<file path="src/rcr_pkg.sv">
// Package: register map, field layout and carrier types for the regulator bank
package rcr_pkg;
   // ****************************************
   // Register offsets
   // ****************************************
   localparam logic [7:0] RCR_BUCK1_CONTROL = 8'h22;
   localparam logic [7:0] RCR_BUCK2_PRIMARY = 8'h30;
   localparam logic [7:0] RCR_BUCK2_SECONDARY = 8'h31;
   localparam logic [7:0] RCR_BUCK2_CONTROL = 8'h32;
   localparam logic [7:0] RCR_BUCK3_PRIMARY = 8'h40;
   localparam logic [7:0] RCR_BUCK3_SECONDARY = 8'h41;
   localparam logic [7:0] RCR_BUCK3_CONTROL = 8'h42;
   localparam logic [7:0] RCR_LDO1_VOLTAGE = 8'h50;
   localparam logic [7:0] RCR_LDO1_CONTROL = 8'h51;

   // ****************************************
   // Field positions and masks
   // ****************************************
   localparam int RCR_ON_BIT = 7;
   localparam int RCR_PHASE_BIT = 6;
   localparam int RCR_MODE_BIT = 5;
   localparam int RCR_DELAY_LSB = 2;
   localparam int RCR_FLT_BIT = 1;
   localparam int RCR_PGOOD_BIT = 0;
   localparam int RCR_CODE_W = 6;
   localparam int RCR_DELAY_W = 3;
   localparam logic [7:0] RCR_CODE_MASK = 8'h3F;
   localparam logic [7:0] RCR_CTRL_MASK = 8'hFE;
   localparam logic [7:0] RCR_LDO_CTRL_MASK = 8'h80;

   // ****************************************
   // Reset values
   // ****************************************
   localparam logic [7:0] RCR_CODE_RESET = 8'h00;
   localparam logic [7:0] RCR_CTRL_RESET = 8'h00;

   localparam int RCR_SYNC_STAGES = 3;

   // ****************************************
   // Carrier types
   // ****************************************
   typedef struct packed {
      logic wr;
      logic rd;
      logic [7:0] addr;
      logic [7:0] wdata;
   } rcr_req_type;

   typedef struct packed {
      logic enable;
      logic phase_shift;
      logic forced_pwm;
      logic [RCR_DELAY_W-1:0] delay;
      logic fault_irq_en;
      logic [RCR_CODE_W-1:0] vout_code;
   } rcr_buck_type;
endpackage : rcr_pkg

</file>
<file path="src/rcr_regulator_control_registers.sv">
// Regulator control and status register bank
`timescale 1ns/10ps
// Overview of operation
// - Buck2/3 output code is the primary code while voltage select pin low.
// - Buck2/3 output code is the secondary code while voltage select pin high.
// - Control bit 7 written 1 turns regulator on, 0 turns it off.
// - Buck2 phase bit 1 shifts switching 180 degrees; 0 keeps in phase.
// - Mode bit 1 forces PWM at all loads; 0 permits light-load power saving.
// - Each buck control byte holds a 3-bit read/write turn-on delay code; the ldo1 control byte has none.
// - Buck fault mask bit 1 lets output faults raise interrupt; 0 suppresses them. Ldo1 bit 1 cannot be set, so ldo1 faults never do.
// - Power-good bit reads 1 while output above threshold, else 0.
// - Buck3 bit 6 at 0 enables buck3 whenever push-button input asserted.
// - Ldo1 has a single 6-bit voltage code, no alternate selection.
// - All bits return to defaults on power loss or undervoltage lockout.
module rcr_regulator_control_registers (
   input wire logic clk,
   input wire logic rst,
   input wire logic uvlo,
   input wire rcr_pkg::rcr_req_type req,
   output logic [7:0] rdata,
   input wire logic voltage_select_pin,
   input wire logic pushbutton_input_n,
   input wire logic [3:0] pgood_in,
   input wire logic [3:0] fault_in,
   output logic buck1_enable,
   output logic buck1_phase_shift,
   output logic buck1_forced_pwm,
   output logic [2:0] buck1_delay,
   output rcr_pkg::rcr_buck_type buck2_cfg,
   output rcr_pkg::rcr_buck_type buck3_cfg,
   output logic [5:0] ldo1_vout_code,
   output logic ldo1_enable,
   output logic fault_irq
);
   // ****************************************
   // Storage
   // ****************************************
   logic [7:0] b1_ctrl_r, b1_ctrl_nxt;
   logic [7:0] b2_pri_r, b2_pri_nxt;
   logic [7:0] b2_sec_r, b2_sec_nxt;
   logic [7:0] b2_ctrl_r, b2_ctrl_nxt;
   logic [7:0] b3_pri_r, b3_pri_nxt;
   logic [7:0] b3_sec_r, b3_sec_nxt;
   logic [7:0] b3_ctrl_r, b3_ctrl_nxt;
   logic [7:0] l1_volt_r, l1_volt_nxt;
   logic [7:0] l1_ctrl_r, l1_ctrl_nxt;
   logic [7:0] rdata_r, rdata_nxt;
   logic [3:0] pgood_r, pgood_nxt;
   logic [3:0] fault_irq_en;
   logic fault_irq_r, fault_irq_nxt;
   logic b2_use_sec_r, b2_use_sec_nxt;
   logic b3_pb_on_r, b3_pb_on_nxt;
   logic voltage_select_pin_level;
   logic pb_pressed;
   logic clear;

   // Pins cross from outside, so both pass the filtered synchroniser
   rcr_pin_sync u_voltage_select_pin_sync (
      .clk(clk),
      .rst(rst),
      .pin(voltage_select_pin),
      .level(voltage_select_pin_level)
   );

   // Pin is active low; inverted ahead of the synchroniser so that its
   // cleared state means released and no false press follows reset
   rcr_pin_sync u_pb_sync (
      .clk(clk),
      .rst(rst),
      .pin(!pushbutton_input_n),
      .level(pb_pressed)
   );

   // Write data with reserved positions forced to zero
   function automatic logic [7:0] rcr_store(
      input logic [7:0] old_val,
      input logic [7:0] wdata,
      input logic hit,
      input logic [7:0] mask
   );
      rcr_store = hit ? (wdata & mask) : old_val;
   endfunction : rcr_store

   function automatic logic rcr_hit(
      input rcr_pkg::rcr_req_type r,
      input logic [7:0] offset
   );
      rcr_hit = r.wr && (r.addr == offset);
   endfunction : rcr_hit

   // Control bytes read back with bit 0 replaced by live power-good status
   function automatic logic [7:0] rcr_ctrl_read(
      input logic [7:0] ctrl,
      input logic pg
   );
      rcr_ctrl_read = ctrl & rcr_pkg::RCR_CTRL_MASK;
      rcr_ctrl_read[rcr_pkg::RCR_PGOOD_BIT] = pg;
   endfunction : rcr_ctrl_read

   // Active code of a converter: the select pin picks secondary over primary
   function automatic logic [rcr_pkg::RCR_CODE_W-1:0] rcr_pick_code(
      input logic use_sec,
      input logic [7:0] pri,
      input logic [7:0] sec
   );
      rcr_pick_code = use_sec ? sec[rcr_pkg::RCR_CODE_W-1:0]
                              : pri[rcr_pkg::RCR_CODE_W-1:0];
   endfunction : rcr_pick_code

   // ****************************************
   // Next values
   // ****************************************
   always_comb begin
      clear = rst || uvlo;
      b1_ctrl_nxt = rcr_store(b1_ctrl_r, req.wdata,
         rcr_hit(req, rcr_pkg::RCR_BUCK1_CONTROL), rcr_pkg::RCR_CTRL_MASK);
      b2_pri_nxt = rcr_store(b2_pri_r, req.wdata,
         rcr_hit(req, rcr_pkg::RCR_BUCK2_PRIMARY), rcr_pkg::RCR_CODE_MASK);
      b2_sec_nxt = rcr_store(b2_sec_r, req.wdata,
         rcr_hit(req, rcr_pkg::RCR_BUCK2_SECONDARY), rcr_pkg::RCR_CODE_MASK);
      b2_ctrl_nxt = rcr_store(b2_ctrl_r, req.wdata,
         rcr_hit(req, rcr_pkg::RCR_BUCK2_CONTROL), rcr_pkg::RCR_CTRL_MASK);
      b3_pri_nxt = rcr_store(b3_pri_r, req.wdata,
         rcr_hit(req, rcr_pkg::RCR_BUCK3_PRIMARY), rcr_pkg::RCR_CODE_MASK);
      b3_sec_nxt = rcr_store(b3_sec_r, req.wdata,
         rcr_hit(req, rcr_pkg::RCR_BUCK3_SECONDARY), rcr_pkg::RCR_CODE_MASK);
      b3_ctrl_nxt = rcr_store(b3_ctrl_r, req.wdata,
         rcr_hit(req, rcr_pkg::RCR_BUCK3_CONTROL), rcr_pkg::RCR_CTRL_MASK);
      l1_volt_nxt = rcr_store(l1_volt_r, req.wdata,
         rcr_hit(req, rcr_pkg::RCR_LDO1_VOLTAGE), rcr_pkg::RCR_CODE_MASK);
      // Other ldo1 control fields lie outside this bank and read as zero
      l1_ctrl_nxt = rcr_store(l1_ctrl_r, req.wdata,
         rcr_hit(req, rcr_pkg::RCR_LDO1_CONTROL),
         rcr_pkg::RCR_LDO_CTRL_MASK);
      pgood_nxt = pgood_in;
      b2_use_sec_nxt = voltage_select_pin_level;
      b3_pb_on_nxt = !b3_ctrl_r[rcr_pkg::RCR_PHASE_BIT] && pb_pressed;
      fault_irq_en = {l1_ctrl_r[rcr_pkg::RCR_FLT_BIT],
                      b3_ctrl_r[rcr_pkg::RCR_FLT_BIT],
                      b2_ctrl_r[rcr_pkg::RCR_FLT_BIT],
                      b1_ctrl_r[rcr_pkg::RCR_FLT_BIT]};
      fault_irq_nxt = |(fault_in & fault_irq_en);
      rdata_nxt = 8'h00;
      if (req.rd) begin
         unique case (req.addr)
            rcr_pkg::RCR_BUCK1_CONTROL:
               rdata_nxt = rcr_ctrl_read(b1_ctrl_r, pgood_r[0]);
            rcr_pkg::RCR_BUCK2_PRIMARY: rdata_nxt = b2_pri_r;
            rcr_pkg::RCR_BUCK2_SECONDARY: rdata_nxt = b2_sec_r;
            rcr_pkg::RCR_BUCK2_CONTROL:
               rdata_nxt = rcr_ctrl_read(b2_ctrl_r, pgood_r[1]);
            rcr_pkg::RCR_BUCK3_PRIMARY: rdata_nxt = b3_pri_r;
            rcr_pkg::RCR_BUCK3_SECONDARY: rdata_nxt = b3_sec_r;
            rcr_pkg::RCR_BUCK3_CONTROL:
               rdata_nxt = rcr_ctrl_read(b3_ctrl_r, pgood_r[2]);
            rcr_pkg::RCR_LDO1_VOLTAGE: rdata_nxt = l1_volt_r;
            rcr_pkg::RCR_LDO1_CONTROL:
               rdata_nxt = rcr_ctrl_read(l1_ctrl_r, pgood_r[3]);
            default: rdata_nxt = 8'h00;
         endcase
      end
   end

   // ****************************************
   // Registers
   // ****************************************
   always_ff @(posedge clk) begin
      if (clear) begin
         b1_ctrl_r <= rcr_pkg::RCR_CTRL_RESET;
         b2_pri_r <= rcr_pkg::RCR_CODE_RESET;
         b2_sec_r <= rcr_pkg::RCR_CODE_RESET;
         b2_ctrl_r <= rcr_pkg::RCR_CTRL_RESET;
         b3_pri_r <= rcr_pkg::RCR_CODE_RESET;
         b3_sec_r <= rcr_pkg::RCR_CODE_RESET;
         b3_ctrl_r <= rcr_pkg::RCR_CTRL_RESET;
         l1_volt_r <= rcr_pkg::RCR_CODE_RESET;
         l1_ctrl_r <= rcr_pkg::RCR_CTRL_RESET;
         rdata_r <= 8'h00;
         pgood_r <= 4'h0;
         fault_irq_r <= 1'b0;
         b2_use_sec_r <= 1'b0;
         b3_pb_on_r <= 1'b0;
      end else begin
         b1_ctrl_r <= b1_ctrl_nxt;
         b2_pri_r <= b2_pri_nxt;
         b2_sec_r <= b2_sec_nxt;
         b2_ctrl_r <= b2_ctrl_nxt;
         b3_pri_r <= b3_pri_nxt;
         b3_sec_r <= b3_sec_nxt;
         b3_ctrl_r <= b3_ctrl_nxt;
         l1_volt_r <= l1_volt_nxt;
         l1_ctrl_r <= l1_ctrl_nxt;
         rdata_r <= rdata_nxt;
         pgood_r <= pgood_nxt;
         fault_irq_r <= fault_irq_nxt;
         b2_use_sec_r <= b2_use_sec_nxt;
         b3_pb_on_r <= b3_pb_on_nxt;
      end
   end

   // ****************************************
   // Outputs
   // ****************************************
   assign rdata = rdata_r;
   assign fault_irq = fault_irq_r;
   assign buck1_enable = b1_ctrl_r[rcr_pkg::RCR_ON_BIT];
   assign buck1_phase_shift = b1_ctrl_r[rcr_pkg::RCR_PHASE_BIT];
   assign buck1_forced_pwm = b1_ctrl_r[rcr_pkg::RCR_MODE_BIT];
   assign buck1_delay = b1_ctrl_r[rcr_pkg::RCR_DELAY_LSB +: rcr_pkg::RCR_DELAY_W];

   assign buck2_cfg.enable = b2_ctrl_r[rcr_pkg::RCR_ON_BIT];
   assign buck2_cfg.phase_shift = b2_ctrl_r[rcr_pkg::RCR_PHASE_BIT];
   assign buck2_cfg.forced_pwm = b2_ctrl_r[rcr_pkg::RCR_MODE_BIT];
   assign buck2_cfg.delay =
      b2_ctrl_r[rcr_pkg::RCR_DELAY_LSB +: rcr_pkg::RCR_DELAY_W];
   assign buck2_cfg.fault_irq_en = b2_ctrl_r[rcr_pkg::RCR_FLT_BIT];
   assign buck2_cfg.vout_code = rcr_pick_code(b2_use_sec_r, b2_pri_r,
                                              b2_sec_r);

   // Bit 6 here is push-button response, so no phase shift for buck3
   assign buck3_cfg.enable = b3_ctrl_r[rcr_pkg::RCR_ON_BIT]
                             || b3_pb_on_r;
   assign buck3_cfg.phase_shift = 1'b0;
   assign buck3_cfg.forced_pwm = b3_ctrl_r[rcr_pkg::RCR_MODE_BIT];
   assign buck3_cfg.delay =
      b3_ctrl_r[rcr_pkg::RCR_DELAY_LSB +: rcr_pkg::RCR_DELAY_W];
   assign buck3_cfg.fault_irq_en = b3_ctrl_r[rcr_pkg::RCR_FLT_BIT];
   assign buck3_cfg.vout_code = rcr_pick_code(b2_use_sec_r, b3_pri_r,
                                              b3_sec_r);

   assign ldo1_vout_code = l1_volt_r[rcr_pkg::RCR_CODE_W-1:0];
   assign ldo1_enable = l1_ctrl_r[rcr_pkg::RCR_ON_BIT];
endmodule : rcr_regulator_control_registers

</file>
<file path="src/rcr_pin_sync.sv">
// Three-stage pin synchroniser with agreement filter
`timescale 1ns/10ps
module rcr_pin_sync (
   input wire logic clk,
   input wire logic rst,
   input wire logic pin,
   output logic level
);
   logic [rcr_pkg::RCR_SYNC_STAGES-1:0] sync_r;
   logic [rcr_pkg::RCR_SYNC_STAGES-1:0] sync_nxt;
   logic level_r;
   logic level_nxt;

   // ****************************************
   // Next state
   // ****************************************
   // Stage 0 only feeds stage 1; level moves when stages 1 and 2 agree
   always_comb begin
      sync_nxt = {sync_r[1:0], pin};
      level_nxt = level_r;
      if (sync_r[1] == sync_r[2]) begin
         level_nxt = sync_r[2];
      end
   end

   always_ff @(posedge clk) begin
      if (rst) begin
         sync_r <= '0;
         level_r <= 1'b0;
      end else begin
         sync_r <= sync_nxt;
         level_r <= level_nxt;
      end
   end

   assign level = level_r;
endmodule : rcr_pin_sync

</file>
<file path="config.mk">
export PLATFORM = sky130hd
export DESIGN_NAME = rcr_regulator_control_registers
export DESIGN_NICKNAME = d
export VERILOG_FILES = /design/src/rcr_pkg.sv /design/src/rcr_regulator_control_registers.sv /design/src/rcr_pin_sync.sv
export SDC_FILE = /design/constraint.sdc
export NUM_CORES = 1
export LEC_CHECK = 0
export BUFFER_PORTS_ARGS = -buffer_cell sky130_fd_sc_hd__buf_2
export CORE_MARGIN = 3
export CORE_UTILIZATION = 40
export CTS_CLUSTER_DIAMETER = 50
export DETAILED_ROUTE_END_ITERATION = 10
export PLACE_DENSITY_LB_ADDON = 0.12
export RECOVER_POWER = 100
export SETUP_SLACK_MARGIN = 0.1
export SYNTH_ARGS = -nofsm -noshare
export SYNTH_HDL_FRONTEND = slang
export SYNTH_HIERARCHICAL = 1
export SYNTH_SLANG_ARGS = --single-unit
</file>
<file path="constraint.sdc">
create_clock -name clk -period 1.61 [get_ports clk]
set_clock_uncertainty 0.05 [all_clocks]
set_input_delay 0.0805 -clock clk [delete_from_list [all_inputs] [get_ports clk]]
set_output_delay 0.0805 -clock clk [all_outputs]
set_load 0.005 [all_outputs]
</file>
# After elaboration in Yosys (flattened, before gate mapping)
# Cells that the tools add are included.
dict set report totals {
  regBits 75
  in_bits 31
  out_inout_bits 48
  wordCells 50
}
dict set report op_classes {
  n_bitwise 2
  muxes 3
  eq_ne 11
  n_reduce_logical 16
}
# cell n
set ops {}
lappend ops {{8-bit case mux with 9 select lines} 1}
lappend ops {{8-bit by 7-bit equality test with 1-bit output, second input constant} 5}
lappend ops {{8-bit by 6-bit equality test with 1-bit output, second input constant} 4}
lappend ops {{6-bit 2-to-1 mux} 2}
lappend ops {{1-bit logical AND} 10}
lappend ops {{4-bit by 3-bit bitwise AND with 4-bit output} 1}
lappend ops {{4-bit OR reduction} 1}
lappend ops {{1-bit equality test} 2}
lappend ops {{1-bit zero test} 2}
lappend ops {{1-bit logical OR} 2}
lappend ops {{2-bit OR reduction} 1}
lappend ops {{1-bit inverter} 1}

# Depth between registers and ports, before layout
dict set report logic_depth {
  depth_word 2
  depth_mapped 6
  mapped_depth_nobuf 4
}

# Hierarchy
# Netlist, hierarchy kept.
# mod seq_area_each_um2 instances cells_each area_each_um2
set modules_own_cells {}
lappend modules_own_cells {rcr_regulator_control_registers 1341.3 1 314 3174.3}
lappend modules_own_cells {rcr_pin_sync 80.1 2 10 112.6}

# Worst setup path before layout
# Ideal clock, no wire load.
dict set report synth_timing {
  path_kind {in2reg}
  from {input req[13] in the netlist's numbering}
  to {register b3_pri_r[2]}
  t_arrival_ns 1.175
  n_path_buf 1
  setup_ns 0.128
  required_time_ns 1.432
  path_slack_ns 0.258
  path_stages 5
  cell_sequence {buf_2 > nor4b_4 > nand3_2 > mux2i_1 > nor2_1}
}
dict set report synth_between {
  elab_chain_cells 2
}
# item line
set synth_lines {}
lappend synth_lines {{from (decl)} rcr_regulator_control_registers.sv:19} ;# input wire rcr_pkg::rcr_req_type req,
lappend synth_lines {{8-bit by 7-bit equality test with 1-bit output} rcr_regulator_control_registers.sv:88} ;# rcr_hit = r.wr && (r.addr == offset);
lappend synth_lines {{1-bit logical AND} rcr_regulator_control_registers.sv:88}
lappend synth_lines {{to (signal assigned)} rcr_regulator_control_registers.sv:173} ;# b3_pri_r <= rcr_pkg::RCR_CODE_RESET;
lappend synth_lines {{to (signal assigned)} rcr_regulator_control_registers.sv:188} ;# b3_pri_r <= b3_pri_nxt;
lappend synth_lines {{to (decl)} rcr_regulator_control_registers.sv:42} ;# logic [7:0] b3_pri_r, b3_pri_nxt;
# Every way passes these cells.
# A chain may end at the register's enable or synchronous reset.

==> run summary <==
========================================================================================================
Number of global-route vias before repair .................................................        2,705
Maximum Capacitance Violations ............................................................            0
Final Max Slew Viols ......................................................................            0
Violations in the final reports ...........................................................  hold timing
Total power ...............................................................................      3.64 mW
Total number of clock tree sinks ..........................................................           75
Worst skew pair latency ...................................................................      0.34 ns
Pin count of the biggest net entering global routing ......................................           28
Worst max-slew margin expressed relative to the limit .....................................        30.8%
Number of routed nets with antenna violations .............................................            0
Final wirelength ..........................................................................      8.39 mm
Detailed Routing Iterations Pass 1 ........................................................            4
Maximum vdd drop ..........................................................................       405 uV
Layout cells sized above 1 ................................................................        26.2%
Total number of vias ......................................................................        2,705
Post-route clock period utilization .......................................................        92.0%
Routed length per instance ................................................................      15.8 um
Detailed placement HPWL ...................................................................      6.35 mm
Power density normalized to cell area .....................................................   882 nW/um2
Routability cong. .........................................................................        0.817
Worst hold-check slack ....................................................................   -0.0470 ns
Synthesized area ..........................................................................     3400 um2
I/O pin total .............................................................................           79
Clk root buf ..............................................................................     clkbuf_8
Die boundary height .......................................................................      98.2 um
Buffers from clock root to sink, at most ..................................................            2
Post-layout min period ....................................................................      1.48 ns
Number of buffers created by CTS ..........................................................            9
Launching element type of the critical path ...............................................    flip-flop
CP bufs+invs ..............................................................................            2
Internal power component ..................................................................      2.83 mW
Average cell area after synthesis .........................................................     10.2 um2
Core Footprint ............................................................................     7970 um2
Type of destination of the critical path ..................................................  output port
Antenna Cells .............................................................................            0
Switching share of total power ............................................................        22.4%
Worst-margin pin slew .....................................................................      1.04 ns
Number of enable flip-flop cells after synthesis ..........................................            0
Slowest Stage Delay on Critical Path ......................................................      0.37 ns
Net Switching .............................................................................     0.815 mW
Post-CTS clock slew at the launch and capture registers of the worst setup and hold paths .      0.08 ns
Proportion of synthesized chip area in sequential cells ...................................        44.2%
# DRC .....................................................................................            0
Net count after synthesis .................................................................          365
Final Core Density ........................................................................        51.9%
CTS tree ..................................................................................          yes
Die Span X ................................................................................      98.2 um
Initial Utilization .......................................................................        42.7%
Final layout net count ....................................................................          454
Share of total power in the clock network .................................................        42.6%
Via density per instance ..................................................................         5.10
Endpoint arrival time on the critical path ................................................      1.35 ns
Area of the die ...........................................................................     9640 um2
Req. time, crit path ......................................................................      1.48 ns
Max Clock Freq ............................................................................      675 MHz
Cell type of the slowest stage on the worst timing path ...................................       mux2_2
Share of synthesized registers carrying an async set or reset .............................           0%
Kind of critical path ..................................................................... flip-flop to output port
Logic pwr share ...........................................................................         6.1%
Minimum setup slack among reg-to-reg paths ................................................      0.42 ns
Clock H-tree levels .......................................................................            3
CP Cell Sequence .......................................................................... buf_6 -> mux2_2 -> buf_2
Netlist cell types ........................................................................           41
Static leakage ............................................................................      1.98 nW
Combined area of the multi-input logic cells ..............................................     1670 um2
RSZ-0062 raised after global routing ......................................................          yes
Filler cell count .........................................................................          773
Most instantiated flip-flop cell in the synthesis netlist .................................      dfxtp_1
Area overhead of the layout relative to synthesis .........................................        21.5%
Top Family by Delay on Critical Path ...................................................... multiplexers
Detailed Route Iter0 Violations ...........................................................          130
First-pass GRT wire length ................................................................      13.9 mm
IO buf count ..............................................................................           76
FF+latch area .............................................................................     1500 um2
Crit path max fanout ......................................................................           12
Antenna violations before repair ..........................................................            0
Grt ovf ...................................................................................            0
Final hold violations .....................................................................            1
Warning count from the yosys run ..........................................................            6
Number of register bits inferred by synthesis .............................................           75
Endpoints failing setup ...................................................................            0
Part of the total power dissipated in sequential elements .................................        51.3%
Number of instances in the synthesized netlist ............................................          334
Cell row count ............................................................................           32
Class of the tightest hold or removal check ............................................... input pin to flip-flop
Run status ................................................................................ complete, but fails checks
Overall Global Routing Usage ..............................................................        17.9%
========================================================================================================
[flip-flops by register name (all words and copies together) (netlist names), 3 cells and up]
signal	count
b1_ctrl_r	7
b2_ctrl_r	7
b2_pri_r	6
b2_sec_r	6
b3_ctrl_r	7
b3_pri_r	6
b3_sec_r	6
l1_volt_r	6
pgood_r	4
rdata	8
u_pb_sync/sync_r	3
u_voltage_select_pin_sync/sync_r	3
[area by class of cell]
| cell class | count | share of cell area, % |
|---|---|---|
| Clock buffer | 11 | 3.18 |
| Clock inverter | 5 | 1.88 |
| Inverter | 2 | 0.182 |
| Multi-Input combinational cell | 227 | 40.4 |
| Sequential cell | 75 | 36.3 |
| Tap cell | 102 | 3.09 |
| Timing Repair Buffer | 108 | 14.9 |
[worst register-to-register path, delay by kind of cell, from the launching register on]
family           cells  cell delay [ns]
multiplexers         1             0.26
AO/OA/AOI/OAI        2             0.36
AND/OR/NAND/NOR      1             0.07
flip-flops           1             0.33
[kinds of logic after synthesis]
logic type | count (synthesis) | share of synthesized area [%]
AO/OA/AOI/OAI | 48 | 10.2
buffers and inverters | 32 | 4.97
flip-flops | 75 | 44.2
multiplexers | 72 | 21.7
other | 1 | 0.110
AND/OR/NAND/NOR | 106 | 18.9
[Yosys cell counts (3+ instances only)]
cell type | count | area share (%)
nand3_2 | 4 | 1.2
nor2b_1 | 8 | 1.5
buf_4 | 11 | 2.4
and3b_1 | 5 | 1.3
nor4b_4 | 3 | 2.1
a22oi_1 | 17 | 3.8
and2_1 | 5 | 0.92
nand2_1 | 8 | 0.88
o21a_1 | 5 | 1.1
o22ai_1 | 10 | 1.8
buf_2 | 5 | 0.74
nor2_1 | 56 | 6.2
dfxtp_1 | 75 | 44
clkbuf_1 | 12 | 1.3
o211ai_1 | 3 | 0.66
mux2i_1 | 58 | 17
mux2_2 | 14 | 4.6
[placed cells by master, fill, tap and decap left out, types with 3 or more instances in the layout]
master | Yosys | layout
dfxtp_1 | 75 | 75
mux2i_1 | 58 | 58
nor2_1 | 56 | 56
buf_2 | 5 | 52
clkbuf_1 | 12 | 28
a22oi_1 | 17 | 17
mux2_2 | 14 | 14
buf_4 | 11 | 13
dlygate4sd3_1 | 0 | 11
o22ai_1 | 10 | 10
clkbuf_8 | 0 | 9
nor2b_1 | 8 | 8
nand2_1 | 8 | 8
and3b_1 | 5 | 5
o21a_1 | 5 | 5
nand3_2 | 4 | 4
nand3_1 | 2 | 4
clkbuf_2 | 1 | 4
nor4b_2 | 0 | 3
o211ai_1 | 3 | 3
o21ai_0 | 1 | 3
and2_1 | 5 | 3
[power groups by stage]
stage / sequential (mW) / clock (mW) / combinational, mW
finish: 1.87 / 1.55 / 0.222
global route: 1.87 / 1.67 / 0.244
CTS: 1.87 / 1.60 / 0.239
detailed placement: 1.91 / 0 / 0.219
global placement: 1.91 / 0 / 0.218
floorplan: 1.91 / 0 / 0.115
[per-layer routing]
metal / up-vias / wire length (um) / global-route usage, % / share of wire, %
met2: 73 / 3830 / 28.5 / 46
met5: - / 0 / 0 / 0
met1: 1264 / 4060 / 24.1 / 48
met4: 0 / 97 / 5.99 / 1.2
met3: 9 / 400 / 3.79 / 4.8
li1: 1359 / - / - / -
[final timing paths]
| kind | from | endpoint | cells past startpoint |
|---|---|---|---|
| worst max-delay path | b2_use_sec_r$_SDFF_PP0_ | buck2_cfg[2] | 3 |
| worst min-delay path | fault_in[0] | fault_irq$_SDFF_PP0_ | 3 |
| worst max register to register | b2_ctrl_r[7]$_SDFFE_PP0P_ | rdata[7]$_SDFF_PP0_ | 4 |
| worst min register to register | u_pb_sync/sync_r[0]$_SDFF_PP0_ | u_pb_sync/sync_r[1]$_SDFF_PP0_ | 1 |
[what timing repair did]
item	in CTS	in global routing
setup endpoints to repair	6	3
hold buffers	11	1
resized for setup	1	0
buffers inserted	0	0
endpoints found under the hold margin	17	1
[metrics by stage]
step	TNS, ns	instance area [um2]	setup slack, ns	instances
after floorplan	0	3400	0.258	334
after global placement	0	3920	0.000648	503
after detailed placement	-0.126	3920	-0.0328	503
after CTS	0	4240	0.109	530
after global routing	0	4130	0.0640	530
final	0	4130	0.129	530
No activity file was read; power rests on OpenSTA's default activity.
